**config.mk**
```make
export PLATFORM = sky130hd
export DESIGN_NAME = rofm_rail_override
export DESIGN_NICKNAME = d
export VERILOG_FILES = /design/src/rtl/rofm_pkg.sv /design/src/rtl/rofm_rail_override.sv
export VERILOG_INCLUDE_DIRS = /design/src /design/src/rtl
export SDC_FILE = /design/constraint.sdc
export NUM_CORES = 1
export LEC_CHECK = 0
export ABC_AREA = 1
export BUFFER_PORTS_ARGS = -buffer_cell sky130_fd_sc_hd__buf_2
export CAP_MARGIN = 10
export CORE_ASPECT_RATIO = 0.5
export CORE_MARGIN = 10
export CORE_UTILIZATION = 51
export CTS_CLUSTER_SIZE = 20
export DETAILED_ROUTE_END_ITERATION = 16
export GPL_TIMING_DRIVEN = 0
export PLACE_DENSITY = 0.84
export SYNTH_ARGS = -nofsm -noshare
export SYNTH_HDL_FRONTEND = slang
export SYNTH_SLANG_ARGS = --single-unit
```
**constraint.sdc**
```tcl
create_clock -name ref_clk -period 1.6 [get_ports ref_clk]
set_input_delay 0.08 -clock ref_clk [delete_from_list [all_inputs] [get_ports ref_clk]]
set_output_delay 0.08 -clock ref_clk [all_outputs]
set_load 0.1 [all_outputs]
```
**src/rtl/rofm_regs.svh**
```systemverilog
// Purpose: Offsets, field positions and counts of the rail override regs
// Assumes: Eight-bit register access port inside the device
// Notes:   Definitions only
`ifndef ROFM_REGS_SVH
`define ROFM_REGS_SVH
`define ROFM_ADDR_OVERRIDE    8'hA1
`define ROFM_ADDR_FAULT_MASK  8'hA2
`define ROFM_LVL_LSB          4
`define ROFM_NUM_OUT          4
`define ROFM_NUM_RAIL         4
`define ROFM_NUM_FAULT        8
`define ROFM_BIT_TERM         3
`define ROFM_BIT_SHARED       2
`define ROFM_BIT_LOAD_SWITCH_B_ONE         1
`define ROFM_BIT_AUX3         0
`define ROFM_ZERO8            8'h00
`endif

```
**src/rtl/rofm_pkg.sv**
```systemverilog
// Purpose: Types shared by the rail override and fault mask block
// Assumes: rofm_regs.svh holds all numbers
// Notes:   Factory image carried as one packed struct
package rofm_pkg;
	// Factory configuration store image, loaded after power-on reset
	typedef struct packed {
		logic [7:0] override_reset;
		logic [7:0] fault_mask_reset;
		logic [3:0] pin_host_ctrl;
		logic [3:0] pin_push_pull;
		logic       shared_is_load_switch_b_two;
	} rofm_factory_type;

	typedef struct packed {
		logic       wr;
		logic       rd;
		logic [7:0] addr;
		logic [7:0] wdata;
	} rofm_req_type;

	typedef enum logic [0:0] {
		ROFM_LOADING,
		ROFM_RUNNING
	} rofm_state_type;
endpackage

```
**src/rtl/rofm_rail_override.sv**
```systemverilog
// Purpose: Output-level/force-on register and first fault mask register
// Assumes: Register port is in the ref_clk domain; pins are asynchronous
// Notes:   Reset values come from the factory store after reset release
`timescale 1ns/10ps
`include "rofm_regs.svh"

// Behaviour
// - Host-controlled output pin follows its level bit; bits 7..4 serve pins 4..1.
// - Pins one to three open-drain or push-pull; pin four open-drain only.
// - Pin driven by power-good tree ignores level bit; bit defaults to 0.
// - Bit 3 forces termination regulator on unless its kill bit is 0.
// - Bit 2 forces shared slot rail on unless shared kill bit is 0.
// - Bit 1 forces load switch B one on unless its kill bit is 0.
// - Bit 0 forces auxiliary regulator three on unless its kill is 0.
// - Fault mask bits 7 and 6 at 1 stop shutdown on those rails.
// - Fault mask bits 5..0 cover step-down six..one; 1 ignores fault.
// - Override register at offset A1h, all bits read and write.
// - Fault mask register at offset A2h, all bits read and write.
// - Kill bit at 0 turns rail off, taking priority over force-on.
module rofm_rail_override
	import rofm_pkg::*;
(
	input  wire logic             ref_clk,
	input  wire logic             arst_n,
	input  wire rofm_factory_type factory_cfg,
	input  wire logic             factory_valid,
	input  wire rofm_req_type     reg_req,
	output logic [7:0]            reg_rdata,
	output logic                  reg_ready,
	input  wire logic [3:0]       pg_tree_level,
	input  wire logic [3:0]       pin_rail_request,
	input  wire logic [3:0]       rail_kill_n,
	input  wire logic [7:0]       rail_fault,
	output logic [3:0]            out_pin_o,
	output logic [3:0]            out_pin_oe,
	output logic [3:0]            rail_enable,
	output logic                  fault_shutdown
);
	rofm_state_type   state_q, state_d;
	rofm_factory_type cfg_q, cfg_d;
	logic [7:0]       override_q, override_d;
	logic [7:0]       fault_mask_q, fault_mask_d;
	logic [7:0]       rdata_q, rdata_d;
	logic             ready_q, ready_d;
	logic [3:0]       pin_o_q, pin_o_d;
	logic [3:0]       pin_oe_q, pin_oe_d;
	logic [3:0]       rail_en_q, rail_en_d;
	logic             shutdown_q, shutdown_d;
	logic [3:0]       pg_s1_q, pg_s2_q;
	logic [3:0]       req_s1_q, req_s2_q;
	logic [3:0]       kill_s1_q, kill_s2_q;
	logic [7:0]       flt_s1_q, flt_s2_q;
	logic             fv_s1_q, fv_s2_q;
	logic [3:0]       level;

	// Same decode serves reads and writes of both registers
	function automatic logic addr_hit(input logic [7:0] a,
		input logic [7:0] target);
		addr_hit = (a == target);
	endfunction

	// Pins, kills and faults come from other domains
	always_ff @(posedge ref_clk or negedge arst_n) begin
		if (!arst_n) begin
			pg_s1_q   <= 4'h0;
			pg_s2_q   <= 4'h0;
			req_s1_q  <= 4'h0;
			req_s2_q  <= 4'h0;
			kill_s1_q <= 4'h0;
			kill_s2_q <= 4'h0;
			flt_s1_q  <= `ROFM_ZERO8;
			flt_s2_q  <= `ROFM_ZERO8;
			fv_s1_q   <= 1'b0;
			fv_s2_q   <= 1'b0;
		end else begin
			pg_s1_q   <= pg_tree_level;
			pg_s2_q   <= pg_s1_q;
			req_s1_q  <= pin_rail_request;
			req_s2_q  <= req_s1_q;
			kill_s1_q <= rail_kill_n;
			kill_s2_q <= kill_s1_q;
			flt_s1_q  <= rail_fault;
			flt_s2_q  <= flt_s1_q;
			fv_s1_q   <= factory_valid;
			fv_s2_q   <= fv_s1_q;
		end
	end

	always_comb begin
		state_d      = state_q;
		cfg_d        = cfg_q;
		override_d   = override_q;
		fault_mask_d = fault_mask_q;
		rdata_d      = rdata_q;
		ready_d      = 1'b0;
		unique case (state_q)
			ROFM_LOADING: begin
				// Strapped image taken only once it is stable
				if (fv_s2_q) begin
					cfg_d        = factory_cfg;
					override_d   = factory_cfg.override_reset;
					fault_mask_d = factory_cfg.fault_mask_reset;
					// Tree-driven pins load their level bits as 0
					for (int i = 0; i < `ROFM_NUM_OUT; i++) begin
						if (!factory_cfg.pin_host_ctrl[i]) begin
							override_d[`ROFM_LVL_LSB + i] = 1'b0;
						end
					end
					state_d = ROFM_RUNNING;
				end
			end
			ROFM_RUNNING: begin
				if (reg_req.wr) begin
					ready_d = 1'b1;
					if (addr_hit(reg_req.addr, `ROFM_ADDR_OVERRIDE)) begin
						override_d = reg_req.wdata;
					end
					if (addr_hit(reg_req.addr, `ROFM_ADDR_FAULT_MASK)) begin
						fault_mask_d = reg_req.wdata;
					end
				end else if (reg_req.rd) begin
					ready_d = 1'b1;
					if (addr_hit(reg_req.addr, `ROFM_ADDR_OVERRIDE)) begin
						rdata_d = override_q;
					end else if (addr_hit(reg_req.addr,
						`ROFM_ADDR_FAULT_MASK)) begin
						rdata_d = fault_mask_q;
					end else begin
						rdata_d = `ROFM_ZERO8;
					end
				end
			end
		endcase
	end

	// Host level bits, one per output pin
	logic out_pin_one_level;
	logic out_pin_two_level;
	logic out_pin_three_level;
	logic out_pin_four_level;

	assign {out_pin_four_level, out_pin_three_level, out_pin_two_level,
		out_pin_one_level} =
		override_q[`ROFM_LVL_LSB +: `ROFM_NUM_OUT];
	assign level = {out_pin_four_level, out_pin_three_level,
		out_pin_two_level, out_pin_one_level};

	// Output pins: level bit or power-good tree
	always_comb begin
		pin_o_d  = 4'h0;
		pin_oe_d = 4'h0;
		for (int i = 0; i < `ROFM_NUM_OUT; i++) begin
			logic drive;
			logic push_pull;
			drive     = cfg_q.pin_host_ctrl[i] ? level[i] : pg_s2_q[i];
			// Pin four has no push-pull stage
			push_pull = cfg_q.pin_push_pull[i] && (i != `ROFM_NUM_OUT - 1);
			if (state_q == ROFM_LOADING) begin
				pin_o_d[i]  = 1'b0;
				pin_oe_d[i] = 1'b0;
			end else if (push_pull) begin
				pin_o_d[i]  = drive;
				pin_oe_d[i] = 1'b1;
			end else begin
				// Open drain: drive low only, release for high
				pin_o_d[i]  = 1'b0;
				pin_oe_d[i] = !drive;
			end
		end
	end

	// Kill beats force-on; force-on or the pin request turns the rail on
	function automatic logic rail_on(input logic force_on,
		input logic pin_req, input logic kill_n);
		rail_on = kill_n && (force_on || pin_req);
	endfunction

	// Force-on fields of the override register
	logic termination_force_on;
	logic shared_slot_force_on;
	logic switch_b_one_force_on;
	logic aux_three_force_on;
	// Synchronised kill inputs, low turns the rail off
	logic termination_kill_n;
	logic shared_slot_kill_n;
	logic switch_b_one_kill_n;
	logic aux_three_kill_n;

	assign termination_force_on  = override_q[`ROFM_BIT_TERM];
	assign shared_slot_force_on  = override_q[`ROFM_BIT_SHARED];
	assign switch_b_one_force_on = override_q[`ROFM_BIT_LOAD_SWITCH_B_ONE];
	assign aux_three_force_on    = override_q[`ROFM_BIT_AUX3];
	assign termination_kill_n    = kill_s2_q[`ROFM_BIT_TERM];
	assign shared_slot_kill_n    = kill_s2_q[`ROFM_BIT_SHARED];
	assign switch_b_one_kill_n   = kill_s2_q[`ROFM_BIT_LOAD_SWITCH_B_ONE];
	assign aux_three_kill_n      = kill_s2_q[`ROFM_BIT_AUX3];

	// Shared slot is one enable whichever rail the image assigns it to
	always_comb begin
		rail_en_d = 4'h0;
		if (state_q == ROFM_RUNNING) begin
			rail_en_d[`ROFM_BIT_TERM] = rail_on(termination_force_on,
				req_s2_q[`ROFM_BIT_TERM],
				termination_kill_n);
			rail_en_d[`ROFM_BIT_SHARED] = rail_on(shared_slot_force_on,
				req_s2_q[`ROFM_BIT_SHARED],
				shared_slot_kill_n);
			rail_en_d[`ROFM_BIT_LOAD_SWITCH_B_ONE] = rail_on(switch_b_one_force_on,
				req_s2_q[`ROFM_BIT_LOAD_SWITCH_B_ONE],
				switch_b_one_kill_n);
			rail_en_d[`ROFM_BIT_AUX3] = rail_on(aux_three_force_on,
				req_s2_q[`ROFM_BIT_AUX3],
				aux_three_kill_n);
		end
	end

	// Fault ignore fields of the mask register
	logic aux_two_fault_ignore;
	logic switch_a_one_fault_ignore;
	logic step_down_six_fault_ignore;
	logic step_down_five_fault_ignore;
	logic step_down_four_fault_ignore;
	logic step_down_three_fault_ignore;
	logic step_down_two_fault_ignore;
	logic step_down_one_fault_ignore;
	logic [7:0] fault_ignore;

	assign {aux_two_fault_ignore, switch_a_one_fault_ignore,
		step_down_six_fault_ignore, step_down_five_fault_ignore,
		step_down_four_fault_ignore, step_down_three_fault_ignore,
		step_down_two_fault_ignore,
		step_down_one_fault_ignore} = fault_mask_q;
	assign fault_ignore = {aux_two_fault_ignore,
		switch_a_one_fault_ignore,
		step_down_six_fault_ignore, step_down_five_fault_ignore,
		step_down_four_fault_ignore, step_down_three_fault_ignore,
		step_down_two_fault_ignore, step_down_one_fault_ignore};

	// Any unmasked fault requests shutdown; none while loading
	always_comb begin
		shutdown_d = (state_q == ROFM_RUNNING) &&
			|(flt_s2_q & ~fault_ignore);
	end

	always_ff @(posedge ref_clk or negedge arst_n) begin
		if (!arst_n) begin
			state_q      <= ROFM_LOADING;
			cfg_q        <= '0;
			override_q   <= `ROFM_ZERO8;
			fault_mask_q <= `ROFM_ZERO8;
			rdata_q      <= `ROFM_ZERO8;
			ready_q      <= 1'b0;
			pin_o_q      <= 4'h0;
			pin_oe_q     <= 4'h0;
			rail_en_q    <= 4'h0;
			shutdown_q   <= 1'b0;
		end else begin
			state_q      <= state_d;
			cfg_q        <= cfg_d;
			override_q   <= override_d;
			fault_mask_q <= fault_mask_d;
			rdata_q      <= rdata_d;
			ready_q      <= ready_d;
			pin_o_q      <= pin_o_d;
			pin_oe_q     <= pin_oe_d;
			rail_en_q    <= rail_en_d;
			shutdown_q   <= shutdown_d;
		end
	end

	assign reg_rdata      = rdata_q;
	assign reg_ready      = ready_q;
	assign out_pin_o      = pin_o_q;
	assign out_pin_oe     = pin_oe_q;
	assign rail_enable    = rail_en_q;
	assign fault_shutdown = shutdown_q;
endmodule // rofm_rail_override

```
==> PnR_summary.wiki, run 1 <==
{| class="wikitable"
! Metric !! Value
|-
| Run status || complete, no violations
|-
| Synthesis-to-finish area growth || 35.1%
|-
| Clock Sinks || just under 90
|-
| DR WL/cell || about 15 µm
|-
| HPWL reported at the end of detailed placement || around 5.5 mm
|-
| Total negative slack for setup checks || 0 ns
|-
| Port Buffer Count || 84
|-
| CTS tree || done
|-
| Overall routing resource usage || between 10% and 20%
|-
| Register area share after synthesis || approximately two thirds
|-
| Routability Congestion || ~0.83
|-
| Critical path arrival || approximately 1.7 ns
|-
| First-pass GRT wire length || ~13 mm
|-
| Total vias in the final route || between 2000 and 3000
|-
| Cell depth of the worst setup path || 7
|-
| Critical path fanouts, max || 9
|-
| FF/Latch Area || 2180 µm²
|-
| Residual overflow from global routing || 0
|-
| Setup repair after global routing missed its margin || false
|-
| Num CTS Buffers || 9
|-
| Most common cell in the synthesized netlist || sky130_fd_sc_hd__nand2_1
|-
| Fin. Hold Viols || 0
|-
| DR pass1 iterations || 4
|-
| Required time of the worst setup path || 1.83 ns
|-
| Endpoint class of the critical path || flip-flop
|-
| Multi-input logic area || ~900 µm²
|-
| Top area cells in the synthesized netlist || sky130_fd_sc_hd__dfrtp_1 (68%), sky130_fd_sc_hd__nand2_1 (14%), sky130_fd_sc_hd__nand3_1 (5.6%)
|-
| Postcts setup bufs || 0
|-
| Number of DRC violations after detailed routing || 0
|-
| Number of maximum-capacitance violations || 0
|-
| Post-Syn Instances || about 310
|-
| Yosys warning total || 0
|-
| Total routed wirelength || 7.94 mm
|-
| Least setup slack across all paths after layout || approximately 0.12 ns
|-
| Crit share post-route || 92.2%
|-
| Die area || approximately 10000 µm²
|-
| Starting density of the core || between 50% and 60%
|-
| Share of the synthesized area in the top cell type || roughly 68%
|-
| Post-layout nets || about 500
|-
| Non-Filler Instances || between 500 and 600
|-
| Count of unique library cells instantiated by Yosys || 20
|-
| Die width || about 130 µm
|-
| Worst supply voltage drop on vdd || between 900 and 1000 µV
|-
| Worst path top cell family by delay || simple AND/OR/NAND/NOR gates
|-
| Die height || about 76 µm
|-
| Total Power Consumption || roughly 5.1 mW
|-
| Antenna Nets Post-Route || 0
|-
| Most used standard cells in the synthesized netlist || sky130_fd_sc_hd__nand2_1 (122), sky130_fd_sc_hd__dfrtp_1 (87), sky130_fd_sc_hd__nand3_1 (36)
|-
| Post-layout min period || roughly 1.5 ns
|-
| Area of the core || 6080 µm²
|-
| Crit start category || flip-flop
|-
| Number of H-tree branching levels || 3
|-
| Seq cells post-synth || 87
|-
| I/O pins || 88
|-
| Highest Clock Rate || roughly 680 MHz
|-
| Worst R2R Path Depth || 7
|-
| Mapped Avg Cell Area || 10.3 µm²
|-
| Number of placed instances with taps included || 485
|-
| Fraction of layout cells with a size suffix above 1 || 28.0%
|-
| Post-placement setup slack || approximately 0.19 ns
|-
| Type of the worst setup path || flip-flop to flip-flop
|-
| CTS clock-pin slew for the worst setup and hold paths || roughly 0.060 ns
|-
| Worst path cell trace || buf_4 -> inv_4 -> nor2_2 -> a21oi_4 -> nand2_2 -> nand2_1 -> nand2_1
|-
| Smallest hold slack || about 0.014 ns
|-
| Cell with the biggest individual delay on the critical path || sky130_fd_sc_hd__dfrtp_1
|-
| Antenna violations before repair || 1
|-
| Cell at the root of the clock tree || sky130_fd_sc_hd__clkbuf_16
|-
| Largest net degree at the start of global routing || 64
|-
| Leakage power || 2.32 nW
|-
| Number of failing setup endpoints in the final timing report || 0
|-
| Total buffers and inverters traversed by the critical path || 2
|-
| Final-report max-slew violation count || 0
|-
| FILL cells || 420
|-
| Power per cell area || 1180 nW/µm²
|-
| Clock Skews || 0.00428 ns
|-
| Most area-hungry cell type in the Yosys netlist || sky130_fd_sc_hd__dfrtp_1
|-
| Async set-reset flop share out of synthesis || between 90% and 100%
|-
| Worst hold stages || 2
|-
| Main synth FF type || sky130_fd_sc_hd__dfrtp_1
|-
| Most common cell on crit path || sky130_fd_sc_hd__nand2_1
|-
| Number of DRC violations after detailed-routing iteration 0 || 285
|-
| Cell Area, Synth || approximately 3200 µm²
|-
| Number of global-route vias before repair || between 2000 and 3000
|-
| Placement row count || 20
|-
| Highest cell delay on the worst timing path || around 0.37 ns
|-
| Max clock buf depth || 2
|-
| Detail-routed via count per cell || 4.88
|-
| HP Class || input pin to flip-flop
|-
| Clock network latency to the later pin of the worst-skew pair || 0.34 ns
|-
| Mapped Nets || approximately 380
|-
| EDFF count, synth || 0
|}
==> layout by cell type, fill, tap and decap left out, drive strengths merged <==
master and instances:
a211oi 1, a21oi 2, buf 92, bufinv 1
clkbuf 10, clkinv 3, conb 1, dfrtp 87
diode 1, dlygate4sd3 28, inv 18, mux2 7
mux2i 3, nand2 126, nand3 36, nor2 16
o21ai 7, o22ai 1
==> report_power, final <==
group          internal (mW)  switching (mW)  leakage (nW)
registers               2.37          0.0988          1.05
clock network           1.19           0.762         0.138
logic                  0.214           0.483          1.14
==> routing by layer <==
| layer | vias up | share of wire [%] | GRT usage (%) |
|---|---|---|---|
| met2 | 94 | 52 | 28.3 |
| li1 | 1232 | - | - |
| met1 | 1234 | 40 | 18.1 |
| met5 | - | 0 | 0 |
| met4 | 0 | 2.2 | 7.42 |
| met3 | 19 | 6.2 | 5.46 |
==> timing repair <==
action | in CTS | in global routing
hold endpoints to repair | 51 | 0
gates resized for setup | 0 | 1
hold buffers | 28 | 0
endpoints found under the setup margin | 0 | 2
==> sequential cells by signal, summed over array words and instances (netlist names), 3 cells and up <==
| register | cells |
|---|---|
| pg_s2_q | 4 |
| fault_ignore | 8 |
| pg_s1_q | 4 |
| flt_s1_q | 8 |
| rail_enable | 4 |
| flt_s2_q | 8 |
| req_s2_q | 4 |
| reg_rdata | 8 |
| cfg_q | 7 |
| kill_s2_q | 4 |
| override_q | 8 |
| req_s1_q | 4 |
| out_pin_oe | 4 |
| out_pin_o | 3 |
| kill_s1_q | 4 |
==> layout make-up <==
type                    instances  share of cell area (%)
repair buffers                113                    16.9
plain buffers                   7                    1.07
inverters                      18                    1.62
flip-flops and latches         87                    50.2
clock buffers                  10                    5.28
multi-input cells             200                    21.2
well taps                      88                    2.54
diodes                          1                  0.0577
clock inverters                 4                    1.13
==> per-stage QoR <==
stage / cell area (µm²) / utilization, %
floorplan: 3210 / -
global placement: 3740 / 61.5
detailed placement: 3770 / 62.0
CTS: 4330 / 71.2
global route: 4340 / 71.3
finish: 4340 / 71.3
==> path summary, 6_finish.rpt <==
path | startpoint | end | slack, ns
setup reg to reg | state_q | fault_ignore[6] | 0.12
setup / recovery | state_q | fault_ignore[6] | 0.12
hold / removal | factory_cfg[6] | cfg_q[6] | 0.01
min in group asynchronous | arst_n | pg_s2_q[2] | 0.19
max in group asynchronous | arst_n | reg_rdata[1] | 0.83
hold reg to reg | fv_s1_q | fv_s2_q | 0.34
==> worst reg2reg max path, delay by kind of cell (launching register included) <==
family          cells  cell delay, ns
simple gates        4            0.43
flops               1            0.37
buf+inv             2            0.29
compound gates      1            0.29
==> cells by family (layout without fill, tap and decap cells) <==
kind of cell    count (synthesis)  in the layout  synth area share (%)
other cells                     1              2                 0.117
simple gates                  178            178                  22.8
buf+inv                        25            152                  3.63
mux                            10             10                  3.39
compound gates                 11             11                  2.18
flops                          87             87                  67.8
Note: power is estimated with default switching activity, not from simulation.
==> inputs of run 2 (changes only) <==
Settings changed: PLACE_DENSITY 0.84 to 0.78.
==> run 2 against run 1 <==
  * Flip-flop and latch count stayed put
  * Final area is 0.40% higher
  * Sequential share of layout area is 0.20 points lower
  * Core utilization is 0.29 points higher
  * Power is 0.45% higher
  * Combinational power is 0.6% lower
  * Die area stayed put
  * Critical endpoint is now override_q[2]
==> PnR_summary.wiki, run 2 (same netlist as run 1, synthesis figures left out) <==
{| class="wikitable"
! Metric !! Value
|-
| Run status || complete, no violations
|-
| Total routed wirelength || 7.93 mm (-0.19%)
|-
| End-of-flow core utilization || 71.6% (+0.29 points)
|-
| CTS tree || done
|-
| Area of the core || 6080 µm² (unchanged)
|-
| DR pass1 iterations || 5 (+1)
|-
| Placement row count || 20 (unchanged)
|-
| FILL cells || 454 (+8.1%)
|-
| I/O pins || 88 (unchanged)
|-
| Critical path arrival || 1.67 ns (-0.03 ns)
|-
| N_diodes || 0 (-1)
|-
| Starting density of the core || 52.8% (unchanged)
|-
| HP Class || input pin to flip-flop
|-
| Power per cell area || 1180 nW/µm² (about the same)
|-
| Fin. Hold Viols || 0 (unchanged)
|-
| Clock Sinks || 87 (unchanged)
|-
| Number of maximum-capacitance violations || 0 (unchanged)
|-
| GR peak layer || met2
|-
| Total Power Consumption || 5.14 mW (+0.45%)
|-
| Detail-routed via count per cell || 4.85 (-0.73%)
|-
| CTS clock-pin slew for the worst setup and hold paths || 0.06 ns (about the same)
|-
| Final-report max-slew violation count || 0 (unchanged)
|-
| Setup repair after global routing missed its margin || false
|-
| Least setup slack across all paths after layout || 0.153 ns (+0.0282 ns)
|-
| Number of placed instances with taps included || 485 (unchanged)
|-
| Smallest hold slack || 0.0125 ns (-0.00199 ns)
|-
| Antenna violations before repair || 0 (-1)
|-
| Number of DRC violations after detailed routing || 0 (unchanged)
|-
| Crit start category || flip-flop
|-
| Required time of the worst setup path || 1.82 ns (about the same)
|-
| HPWL reported at the end of detailed placement || 5.59 mm (+2.3%)
|-
| Num CTS Buffers || 9 (unchanged)
|-
| Clock network latency to the later pin of the worst-skew pair || 0.34 ns (about the same)
|-
| Cell at the root of the clock tree || sky130_fd_sc_hd__clkbuf_16
|-
| Number of failing setup endpoints in the final timing report || 0 (unchanged)
|-
| Post-placement setup slack || 0.196 ns (+0.00128 ns)
|-
| Critical path fanouts, max || 9 (unchanged)
|-
| First-pass GRT wire length || 13.1 mm (-0.58%)
|-
| Number of H-tree branching levels || 3 (unchanged)
|-
| Crit share post-route || 90.5% (-1.8 points)
|-
| Routability Congestion || 0.838 (+0.65%)
|-
| Postcts setup bufs || 0 (unchanged)
|-
| Number of global-route vias before repair || 2672 (-3.0%)
|-
| Worst supply voltage drop on vdd || 613 µV (-37%)
|-
| Total vias in the final route || 2570 (-0.35%)
|-
| Antenna Nets Post-Route || 0 (unchanged)
|-
| Highest Clock Rate || 691 MHz (+1.9%)
|-
| Post-layout min period || 1.45 ns (-0.0282 ns)
|-
| Overall routing resource usage || 16.1% (-0.31 points)
|-
| Residual overflow from global routing || 0 (unchanged)
|-
| Type of the worst setup path || flip-flop to flip-flop
|-
| Endpoint class of the critical path || flip-flop
|-
| Port Buffer Count || 84 (unchanged)
|-
| Die height || 76.1 µm (unchanged)
|-
| Leakage power || 2.33 nW (+0.22%)
|-
| Most used cells in the layout excluding fill and tap cells || sky130_fd_sc_hd__nand2_1 (122), sky130_fd_sc_hd__buf_2 (87), sky130_fd_sc_hd__dfrtp_1 (87), sky130_fd_sc_hd__nand3_1 (36), sky130_fd_sc_hd__dlygate4sd3_1 (29)
|-
| Die width || 132 µm (unchanged)
|-
| Commonest non-fill, non-tap cell in the layout || sky130_fd_sc_hd__nand2_1
|-
| Die area || 10100 µm² (unchanged)
|-
| Global Route met1 Usage || 18.0% (-0.16 points)
|-
| Post-layout nets || 503 (+0.20%)
|-
| Number of DRC violations after detailed-routing iteration 0 || 213 (-25%)
|-
| Synthesis-to-finish area growth || 35.6%
|-
| DR WL/cell || 15.0 µm (-0.57%)
|-
| Met3 track utilization from global routing || 5.66% (+0.20 points)
|-
| Non-Filler Instances || 530 (+0.38%)
|-
| Largest net degree at the start of global routing || 78 (+22%)
|-
| M2 GR Usage || 28.6% (+0.30 points)
|-
| Fraction of layout cells with a size suffix above 1 || 28.5% (+0.49 points)
|-
| Clock Skews || 0.00607 ns (+0.00179 ns)
|-
| Max clock buf depth || 2 (unchanged)
|}
==> run 2: power breakdown <==
part           switching, mW  internal [mW]  total [mW]
Clock                  0.828           1.15        1.97
Sequential             0.101           2.37        2.47
Combinational          0.478          0.216       0.694
Total                   1.41           3.73        5.14
==> run 2: area by class of cell <==
cell class / count / area, µm² / area share (%)
sequential: 87 / 2180 / 50.0
multi-input combinational: 200 / 916 / 21.0
timing repair buffer: 114 / 741 / 17.0
clock buffer: 11 / 253 / 5.81
tap: 88 / 110 / 2.53
inverter: 18 / 70.1 / 1.61
buffer: 7 / 46.3 / 1.06
clock inverter: 5 / 40.0 / 0.920
==> run 2: metrics by stage <==
stage | TNS, ns | area, µm²
CTS | 0 | 4350
finish | 0 | 4350
floorplan | 0 | 3210
global placement | -9.11 | 3740
global route | 0 | 4350
detailed placement | 0 | 3770
==> run 2: layer usage <==
layer  vias to the layer above  wire [µm]
met2                        85       4330
met1                      1240       2860
met5                         -          0
met3                        13        623
li1                       1232          -
met4                         0        106
==> run 2: final timing paths <==
path | slack, ns | depth (start not counted) | from | endpoint
setup / recovery | 0.15 | 7 | state_q | override_q[2]
hold / removal | 0.01 | 2 | factory_cfg[5] | cfg_q[5]
setup reg to reg | 0.15 | 7 | state_q | override_q[2]
min in group asynchronous | 0.14 | 2 | arst_n | cfg_q[1]
hold reg to reg | 0.35 | 0 | kill_s1_q[0] | kill_s2_q[0]
max in group asynchronous | 0.87 | 3 | arst_n | flt_s2_q[3]
==> run 2: what timing repair did <==
item                                   CTS  global route
endpoints found under the hold margin  114             0
setup endpoints to repair                0             0
gates resized for setup                  0             0
hold buffers                            29             0
==> run 2: critical path, cell delays in order, from the launching register on <==
cell	delay, ns
sky130_fd_sc_hd__dfrtp_1	0.36
sky130_fd_sc_hd__buf_4	0.17
sky130_fd_sc_hd__inv_4	0.12
sky130_fd_sc_hd__nor2_2	0.07
sky130_fd_sc_hd__a21oi_4	0.26
sky130_fd_sc_hd__nand2_2	0.19
sky130_fd_sc_hd__nand2_1	0.11
sky130_fd_sc_hd__nand2_1	0.06
